--- config.mk ---
export PLATFORM = sky130hd
export DESIGN_NAME = gpb_port
export DESIGN_NICKNAME = d
export VERILOG_FILES = /design/src/hw/gpb_pkg.sv /design/src/hw/gpb_port.sv /design/src/hw/gpb_sync.sv /design/src/hw/gpb_pin_ctl.sv
export VERILOG_INCLUDE_DIRS = /design/src /design/src/hw
export SDC_FILE = /design/constraint.sdc
export NUM_CORES = 1
export LEC_CHECK = 0
export ABC_CLOCK_PERIOD_IN_PS = 1500
export BUFFER_PORTS_ARGS = -buffer_cell sky130_fd_sc_hd__buf_2
export CAP_MARGIN = 30
export CORE_MARGIN = 3
export CORE_UTILIZATION = 47
export CTS_CLUSTER_DIAMETER = 60
export CTS_CLUSTER_SIZE = 8
export DETAILED_ROUTE_END_ITERATION = 10
export MAX_ROUTING_LAYER = met4
export PLACE_DENSITY = 0.74
export SETUP_SLACK_MARGIN = 0.4
export SLEW_MARGIN = 20
export SYNTH_ARGS = -nofsm -noshare
export SYNTH_HDL_FRONTEND = slang
export SYNTH_SLANG_ARGS = --single-unit
--- constraint.sdc ---
create_clock -name clock -period 1.5 [get_ports clock]
set_input_delay 0.15 -clock clock [delete_from_list [all_inputs] [get_ports clock]]
set_output_delay 0.15 -clock clock [all_outputs]
set_load 0.05 [all_outputs]
--- src/hw/gpb_defines.svh ---
/*
 Offsets, field positions and reset values of the GPIO port.
 Assumes inclusion by bare name from the design files.
*/
`ifndef GPB_DEFINES_SVH
`define GPB_DEFINES_SVH
`define GPB_ADDR_W 4
`define GPB_OFS_CFG_LOW 4'h0
`define GPB_OFS_CFG_MID 4'h4
`define GPB_OFS_CFG_HIGH 4'h8
`define GPB_OFS_PIN_VALUE 4'hc
`define GPB_CFG_LOW_RST 16'hffff
`define GPB_CFG_MID_RST 16'hffff
`define GPB_CFG_HIGH_RST 16'h0000
`define GPB_PIN_VALUE_RST 16'h607f
`define GPB_WAKE_PIN 15
`define GPB_SPI_EN_BIT 0
`define GPB_UART_PIN0 0
`define GPB_UART_PIN1 1
`define GPB_I2C_PIN0 2
`define GPB_I2C_PIN1 3
`define GPB_HALF_DUPLEX_PIN 8
`endif

--- src/hw/gpb_pkg.sv ---
/*
 Types of the GPIO port: the pin mode decoded from three configuration bits.
 Assumes nothing of its surroundings.
*/
package gpb_pkg;
  typedef enum logic [2:0] {
    GPB_ANALOG,
    GPB_IN_TTL,
    GPB_IN_CMOS,
    GPB_IN_PULL,
    GPB_OUT_OD,
    GPB_OUT_PP,
    GPB_ALT_OD,
    GPB_ALT_PP
  } gpb_mode_t;

  function automatic gpb_mode_t gpb_decode(input logic hi, input logic mid,
                                           input logic lo);
    case ({hi, mid, lo})
      3'h0: gpb_decode = GPB_ANALOG;
      3'h1: gpb_decode = GPB_IN_TTL;
      3'h2: gpb_decode = GPB_IN_CMOS;
      3'h3: gpb_decode = GPB_IN_PULL;
      3'h4: gpb_decode = GPB_OUT_OD;
      3'h5: gpb_decode = GPB_OUT_PP;
      3'h6: gpb_decode = GPB_ALT_OD;
      default: gpb_decode = GPB_ALT_PP;
    endcase
  endfunction : gpb_decode
endpackage : gpb_pkg

--- src/hw/gpb_port.sv ---
/*
 Sixteen-pin general-purpose I/O port with per-pin mode selection by three
 configuration bits and one data bit, alternate-function routing for the
 shared pins of port 0 and a wakeup input pin.
 Assumes a simple register strobe bus on the same clock, pins asynchronous,
 and peripherals on the same clock driving the alternate-function signals.
*/
`include "gpb_defines.svh"

// Contract
// - Code 001 gives floating TTL input; reads pin, writes ignored.
// - Code 010 gives floating CMOS input; reads pin, writes ignored.
// - Code 011 with data 0 gives CMOS input with pull-down.
// - Code 011 with data 1 gives CMOS input with pull-up.
// - Code 000 is analog input; digital input off, reads zero.
// - Code 100 is open-drain output from data; reads pin level.
// - Code 101 is push-pull output; reads the last written value.
// - Code 110 is alternate open-drain; reads pin, writes ignored.
// - Code 111 is alternate push-pull; reads pin, writes ignored.
// - Reset sets low=1, mid=1, high=0 on every pin: pulled input.
// - Data reset value per pin picks pull-up or pull-down.
// - Pins 0 and 1 alternate serve UART unless SPI enable is set.
// - In alternate modes the half-duplex UART pin is high impedance except while transmitting.
// - Pin 15 is input only, also wakeup; driver never enabled.
module gpb_port
  import gpb_pkg::*;
#(
  parameter int PINS = 16,
  parameter logic [PINS-1:0] DATA_RST = `GPB_PIN_VALUE_RST
) (
  input wire logic clock,
  input wire logic rst_b,
  input wire logic [`GPB_ADDR_W-1:0] reg_addr,
  input wire logic [31:0] reg_wdata,
  input wire logic reg_wr,
  input wire logic reg_rd,
  output logic [31:0] reg_rdata,
  input wire logic [PINS-1:0] pad_in,
  output logic [PINS-1:0] pad_out,
  output logic [PINS-1:0] pad_oe,
  output logic [PINS-1:0] pull_up,
  output logic [PINS-1:0] pull_down,
  output logic [PINS-1:0] ttl_sel,
  output logic [PINS-1:0] analog_en,
  input wire logic spi_enable,
  input wire logic [3:0] spi_out,
  input wire logic [3:0] spi_oe,
  input wire logic [1:0] uart_out,
  input wire logic [1:0] uart_oe,
  input wire logic [1:0] i2c_out,
  input wire logic [1:0] i2c_oe,
  input wire logic [PINS-1:0] periph_out,
  input wire logic [PINS-1:0] periph_oe,
  input wire logic half_duplex_tx_busy,
  output logic [PINS-1:0] pin_level,
  output logic wakeup
);
  logic [PINS-1:0] cfg_low_r;
  logic [PINS-1:0] cfg_low_nxt;
  logic [PINS-1:0] cfg_mid_r;
  logic [PINS-1:0] cfg_mid_nxt;
  logic [PINS-1:0] cfg_high_r;
  logic [PINS-1:0] cfg_high_nxt;
  logic [PINS-1:0] data_r;
  logic [PINS-1:0] data_nxt;
  logic [31:0] rdata_r;
  logic [31:0] rdata_nxt;
  logic [PINS-1:0] pad_out_r;
  logic [PINS-1:0] pad_out_nxt;
  logic [PINS-1:0] pad_oe_r;
  logic [PINS-1:0] pad_oe_nxt;
  logic [PINS-1:0] pu_r;
  logic [PINS-1:0] pu_nxt;
  logic [PINS-1:0] pd_r;
  logic [PINS-1:0] pd_nxt;
  logic [PINS-1:0] ttl_r;
  logic [PINS-1:0] ttl_nxt;
  logic [PINS-1:0] ana_r;
  logic [PINS-1:0] ana_nxt;
  logic [PINS-1:0] level_r;
  logic [PINS-1:0] level_nxt;
  logic wake_r;
  logic wake_nxt;
  logic [PINS-1:0] pin_sync;
  logic [PINS-1:0] alt_out;
  logic [PINS-1:0] alt_oe;
  logic [PINS-1:0] c_out;
  logic [PINS-1:0] c_oe;
  logic [PINS-1:0] c_pu;
  logic [PINS-1:0] c_pd;
  logic [PINS-1:0] c_ttl;
  logic [PINS-1:0] c_din;
  logic [PINS-1:0] data_view;

  gpb_sync #(
    .WIDTH(PINS)
  ) u_sync (
    .clock(clock),
    .rst_b(rst_b),
    .async_in(pad_in),
    .sync_out(pin_sync)
  );

  // Alternate-function source selection for shared pins
  always_comb begin
    alt_out = periph_out;
    alt_oe = periph_oe;
    if (spi_enable) begin
      alt_out[3:0] = spi_out;
      alt_oe[3:0] = spi_oe;
    end else begin
      alt_out[`GPB_UART_PIN0] = uart_out[0];
      alt_oe[`GPB_UART_PIN0] = uart_oe[0];
      alt_out[`GPB_UART_PIN1] = uart_out[1];
      alt_oe[`GPB_UART_PIN1] = uart_oe[1];
      alt_out[`GPB_I2C_PIN0] = i2c_out[0];
      alt_oe[`GPB_I2C_PIN0] = i2c_oe[0];
      alt_out[`GPB_I2C_PIN1] = i2c_out[1];
      alt_oe[`GPB_I2C_PIN1] = i2c_oe[1];
    end
    alt_oe[`GPB_HALF_DUPLEX_PIN] = periph_oe[`GPB_HALF_DUPLEX_PIN] &&
                                   half_duplex_tx_busy;
  end

  genvar gi;
  generate
    for (gi = 0; gi < PINS; gi++) begin : g_pin
      gpb_pin_ctl u_ctl (
        .mode(gpb_decode(cfg_high_r[gi], cfg_mid_r[gi], cfg_low_r[gi])),
        .data_bit(data_r[gi]),
        .alt_out(alt_out[gi]),
        .alt_oe(alt_oe[gi]),
        .input_only(gi == `GPB_WAKE_PIN),
        .pad_out(c_out[gi]),
        .pad_oe(c_oe[gi]),
        .pull_up(c_pu[gi]),
        .pull_down(c_pd[gi]),
        .ttl_sel(c_ttl[gi]),
        .dig_in_en(c_din[gi])
      );
      // Data read view per pin mode
      always_comb begin
        case (gpb_decode(cfg_high_r[gi], cfg_mid_r[gi], cfg_low_r[gi]))
          GPB_ANALOG: data_view[gi] = 1'b0;
          GPB_OUT_PP: data_view[gi] = data_r[gi];
          default: data_view[gi] = pin_sync[gi];
        endcase
      end
    end
  endgenerate

  // Register writes
  always_comb begin
    cfg_low_nxt = cfg_low_r;
    cfg_mid_nxt = cfg_mid_r;
    cfg_high_nxt = cfg_high_r;
    data_nxt = data_r;
    if (reg_wr) begin
      case (reg_addr)
        `GPB_OFS_CFG_LOW: cfg_low_nxt = reg_wdata[PINS-1:0];
        `GPB_OFS_CFG_MID: cfg_mid_nxt = reg_wdata[PINS-1:0];
        `GPB_OFS_CFG_HIGH: cfg_high_nxt = reg_wdata[PINS-1:0];
        `GPB_OFS_PIN_VALUE: data_nxt = reg_wdata[PINS-1:0];
        default: data_nxt = data_r;
      endcase
    end
  end

  // Register reads, one cycle later; zero elsewhere
  always_comb begin
    rdata_nxt = 32'h0000_0000;
    if (reg_rd) begin
      case (reg_addr)
        `GPB_OFS_CFG_LOW: rdata_nxt[PINS-1:0] = cfg_low_r;
        `GPB_OFS_CFG_MID: rdata_nxt[PINS-1:0] = cfg_mid_r;
        `GPB_OFS_CFG_HIGH: rdata_nxt[PINS-1:0] = cfg_high_r;
        `GPB_OFS_PIN_VALUE: rdata_nxt[PINS-1:0] = data_view;
        default: rdata_nxt = 32'h0000_0000;
      endcase
    end
  end

  // Pin-facing outputs, registered
  always_comb begin
    pad_out_nxt = c_out;
    pad_oe_nxt = c_oe;
    pu_nxt = c_pu;
    pd_nxt = c_pd;
    ttl_nxt = c_ttl;
    ana_nxt = ~c_din;
    level_nxt = pin_sync & c_din;
    wake_nxt = pin_sync[`GPB_WAKE_PIN];
  end

  always_ff @(posedge clock) begin
    if (!rst_b) begin
      cfg_low_r <= `GPB_CFG_LOW_RST;
      cfg_mid_r <= `GPB_CFG_MID_RST;
      cfg_high_r <= `GPB_CFG_HIGH_RST;
      data_r <= DATA_RST;
      rdata_r <= 32'h0000_0000;
      pad_out_r <= '0;
      pad_oe_r <= '0;
      pu_r <= DATA_RST;
      pd_r <= ~DATA_RST;
      ttl_r <= '0;
      ana_r <= '0;
      level_r <= '0;
      wake_r <= 1'b0;
    end else begin
      cfg_low_r <= cfg_low_nxt;
      cfg_mid_r <= cfg_mid_nxt;
      cfg_high_r <= cfg_high_nxt;
      data_r <= data_nxt;
      rdata_r <= rdata_nxt;
      pad_out_r <= pad_out_nxt;
      pad_oe_r <= pad_oe_nxt;
      pu_r <= pu_nxt;
      pd_r <= pd_nxt;
      ttl_r <= ttl_nxt;
      ana_r <= ana_nxt;
      level_r <= level_nxt;
      wake_r <= wake_nxt;
    end
  end

  assign reg_rdata = rdata_r;
  assign pad_out = pad_out_r;
  assign pad_oe = pad_oe_r;
  assign pull_up = pu_r;
  assign pull_down = pd_r;
  assign ttl_sel = ttl_r;
  assign analog_en = ana_r;
  assign pin_level = level_r;
  assign wakeup = wake_r;
endmodule : gpb_port

--- src/hw/gpb_sync.sv ---
/*
 Two flip-flop synchroniser for the pin inputs.
 Assumes asynchronous pin levels and one clock.
*/
module gpb_sync #(
  parameter int WIDTH = 16
) (
  input wire logic clock,
  input wire logic rst_b,
  input wire logic [WIDTH-1:0] async_in,
  output logic [WIDTH-1:0] sync_out
);
  logic [WIDTH-1:0] meta_r;
  logic [WIDTH-1:0] meta_nxt;
  logic [WIDTH-1:0] sync_r;
  logic [WIDTH-1:0] sync_nxt;

  always_comb begin
    meta_nxt = async_in;
    sync_nxt = meta_r;
  end

  always_ff @(posedge clock) begin
    if (!rst_b) begin
      meta_r <= '0;
      sync_r <= '0;
    end else begin
      meta_r <= meta_nxt;
      sync_r <= sync_nxt;
    end
  end

  assign sync_out = sync_r;
endmodule : gpb_sync

--- src/hw/gpb_pin_ctl.sv ---
/*
 Per-pin driver control: output value, output enable, pull controls and
 digital input enable for one pin, from its mode and data bit.
 Assumes the alternate-function source is already selected by the caller.
*/
module gpb_pin_ctl
  import gpb_pkg::*;
(
  input wire gpb_mode_t mode,
  input wire logic data_bit,
  input wire logic alt_out,
  input wire logic alt_oe,
  input wire logic input_only,
  output logic pad_out,
  output logic pad_oe,
  output logic pull_up,
  output logic pull_down,
  output logic ttl_sel,
  output logic dig_in_en
);
  logic drv_out;
  logic drv_oe;

  always_comb begin
    drv_out = 1'b0;
    drv_oe = 1'b0;
    pull_up = 1'b0;
    pull_down = 1'b0;
    ttl_sel = 1'b0;
    dig_in_en = 1'b1;
    case (mode)
      GPB_ANALOG: dig_in_en = 1'b0;
      GPB_IN_TTL: ttl_sel = 1'b1;
      GPB_IN_CMOS: ttl_sel = 1'b0;
      GPB_IN_PULL: begin
        pull_up = data_bit;
        pull_down = !data_bit;
      end
      GPB_OUT_OD: begin
        drv_out = 1'b0;
        drv_oe = !data_bit;
      end
      GPB_OUT_PP: begin
        drv_out = data_bit;
        drv_oe = 1'b1;
      end
      GPB_ALT_OD: begin
        drv_out = 1'b0;
        drv_oe = alt_oe && !alt_out;
      end
      GPB_ALT_PP: begin
        drv_out = alt_out;
        drv_oe = alt_oe;
      end
      default: begin
        drv_out = 1'b0;
        drv_oe = 1'b0;
      end
    endcase
    pad_out = drv_out;
    pad_oe = drv_oe && !input_only;
  end
endmodule : gpb_pin_ctl

==> flow_summary_export.csv <==
group,metric,value,unit
status,outcome,"finished clean",
setup_path,ff2ff_path_depth,3,
setup_path,cp-end-kind,"output port",
setup_path,cp_max_fo,1,
timing,holdWs,0.0270,ns
floorplanning,die_x,140,µm
logic_synthesis,synth_cell_type_count,44,
floorplanning,ios,251,
setup_path,rr_startpoint,"cfg_low_r[9]$_SDFFE_PN1P_",
setup_path,max_stage_delay,0.36,ns
final_layout,drive_gt1_share,39.1,%
global_route,grt_pass1_wl,38600,µm
min_path,min_to,"pad_oe[2]$_SDFF_PN0_",
clocking,cts_buffers,31,
setup_path,startpoint_type,"flop",
global_route,first_global_vias,7382,
setup_path,rrSetupSlack,0.43,ns
final_layout,multi_input_area,3420,µm²
place,globalplace.congestion,0.803,
logic_synthesis,synth_top_family_by_area,"simple AND/OR/NAND/NOR gates",
setup_path,crit_family,"flip-flops",
logic_synthesis,synth-warning-count,0,
logic_synthesis,seq_area_frac_synth,53.0,%
min_path,whs_path_depth,4,
clocking,cts_tree,"yes",
final_layout,nFillCells,1184,
logic_synthesis,synthXorXnorAreaFrac,0,%
setup_path,cp_cell_sequence,"buf_8",
logic_synthesis,synth_compound_area_share,14.9,%
final_layout,area_growth,47.6,%
min_path,holdCritStartpoint,"i2c_oe[0]",
logic_synthesis,netlist_instances,937,
logic_synthesis,synth_area_per_cell,9.03,µm²
floorplanning,start_util,48.4,%
global_route,grt_max_degree,118,
logic_synthesis,synth-simple-area-share,21.0,%
routing,wl_met2,13300,µm
floorplanning,core_area,17500,µm²
setup_path,cp_slowest_cell,"dfxtp_2",
final_layout,final_nets,1289,
global_route,grt_usage,24.9,%
floorplanning,rows,48,
power_and_ir_drop,powerDensity,1060,nW/µm²
place,io_buffers,208,
final_layout,regArea,4730,µm²
routing,viasPerCell,5.43,
routing,drc,0,
routing,wl_met1,10200,µm
logic_synthesis,postSynth.asyncResetShare,0,%
timing,clock.fmax,846,MHz
power_and_ir_drop,leakage,5.43,nW
logic_synthesis,synth_seq_cells,224,
routing,wirelength,25900,µm
timing,slew_violations,0,
clocking,clk_pin_slew_worst_paths,0.05,ns
clocking,cts-htree-levels,1,
clocking,clockBufferDepth,3,
global_route,grt.overflow.total,0,
routing,ant_nets,0,
final_layout,final_common_cell,"nand2_1",
final_layout,final_cell_mix,"190 x nand2_1, 155 x dfxtp_2, 102 x buf_8",
timing,fin_crit_sh,78.8,%
floorplanning,dieHeight,140,µm
setup_path,worstPathBufferInverterCount,1,
timing,rsz0062_at_grt,"true",
logic_synthesis,netlist_area,8460,µm²
routing,wl_met3,1770,µm
place,hpwl,14200,µm
routing,top_layer_used,"met4",
floorplanning,die_area,19600,µm²
logic_synthesis,synth-edff-count,0,
routing,first_iter_violations,612,
min_path,min_path_type,"primary input to flop",
global_route,antenna_found_initial,1,
setup_path,cp.arrival,1.03,ns
timing,setup-violations-final,0,
flow_run,cap_violations,0,
clocking,root_buffer,"clkbuf_16",
setup_path,critPathRequiredTime,1.35,ns
logic_synthesis,synth-main-ff-cell,"dfxtp_1",
timing,fin_setup_tns,0,ns
clocking,clock_sinks,224,
setup_path,critPathKind,"flop to output port",
timing,hold_viol,0,
power_and_ir_drop,irDropWorstVdd,1.01,mV
setup_path,r2r_end,"reg_rdata[9]$_SDFF_PN0_",
logic_synthesis,synth_fa_ha_area_share,0,%
clocking,insertion_delay,0.53,ns
routing,detail_route.wl_per_cell,18.4,µm
logic_synthesis,synthMuxAreaShare,3.06,%
routing,via_count,7633,
timing,fin_skew,0.00980,ns
routing,drt_pass1_iterations,8,
timing,min_period,1.18,ns
==> power breakdown <==
part / switching [mW] / internal [mW] / leakage, nW / total (mW)
Sequential: 0.116 / 6.08 / 1.87 / 6.20
Clock: 2.29 / 3.57 / 0.382 / 5.86
Combinational: 0.682 / 0.520 / 3.18 / 1.20
Total: 3.09 / 10.2 / 5.43 / 13.3
==> worst max-delay path by stage <==
stage,from,cells past startpoint,end
2_1_floorplan,reg_addr[3],6,cfg_mid_r[13]$_SDFFE_PN1P_
3_3_place_gp,reg_addr[1],5,cfg_low_r[9]$_SDFFE_PN1P_
3_5_place_dp,reg_addr[1],5,cfg_low_r[1]$_SDFFE_PN1P_
4_1_cts,pull_up[13]$_SDFF_PN1_,1,pull_up[13]
5_1_grt,pull_down[13]$_SDFF_PN0_,1,pull_down[13]
6_report,pull_down[8]$_SDFF_PN1_,1,pull_down[8]
==> kinds of logic after synthesis <==
group,after synthesis
buf+inv,146
simple gates,361
mux,25
other cells,1
compound gates,180
flops,224
==> metrics by stage <==
stage	total power [mW]	area (µm²)	util, %	instances	setup slack [ns]
after global routing	13.7	12500	71.4	1407	0.287
after global placement	7.23	9650	55.2	1317	0.0816
after CTS	13.3	12200	69.8	1406	0.309
after floorplan	6.97	8540	-	953	0.397
after detailed placement	7.25	9650	55.2	1317	0.0623
final	13.3	12500	71.4	1407	0.318
==> area by class of cell <==
cell class | instances | share of cell area (%)
Clock buffer | 31 | 6.22
Tap cell | 225 | 2.26
Timing Repair Buffer | 301 | 25.0
Antenna cell | 1 | 0.0201
Inverter | 42 | 1.26
Multi-Input combinational cell | 583 | 27.4
Sequential cell | 224 | 37.9
==> repair_timing <==
| item | in CTS | in global routing |
|---|---|---|
| endpoints found under the setup margin | 140 | 151 |
| setup buffers | 0 | 0 |
| hold buffers | 58 | 0 |
| hold endpoints to repair | 104 | 0 |
| resized for setup | 457 | 90 |
==> metal layers <==
layer | global-route usage, % | vias up
li1 | - | 3628
met1 | 30.2 | 3583
met2 | 43.0 | 361
met3 | 3.89 | 61
met4 | 6.99 | 0
met5 | - | -
==> synth_stat cells (all sizes together) (2+ instances only) <==
cell     instances  area, µm²
nand3           43        220
and4             6       52.6
a22o             9       78.8
mux2i           18        180
nor3            28        140
dfxtp          224       4480
nand3b           7       52.6
and2            38        238
nor3b            6       56.3
nor2b           10       62.6
o211ai          12       90.1
clkbuf          63        236
buf             41        280
o311a           15        150
mux2             7       78.8
nor4b           16        140
a21oi           37        185
o2111a           4       45.0
a22oi            7       52.6
nand2          191        717
nand2b          11       68.8
nor2             2       10.0
inv             42        158
o22ai           21        131
a211oi           9       67.6
o21ai           24        120
a21boi          23        173
a2bb2oi         14        123
Power figures use the tool's default switching activity.
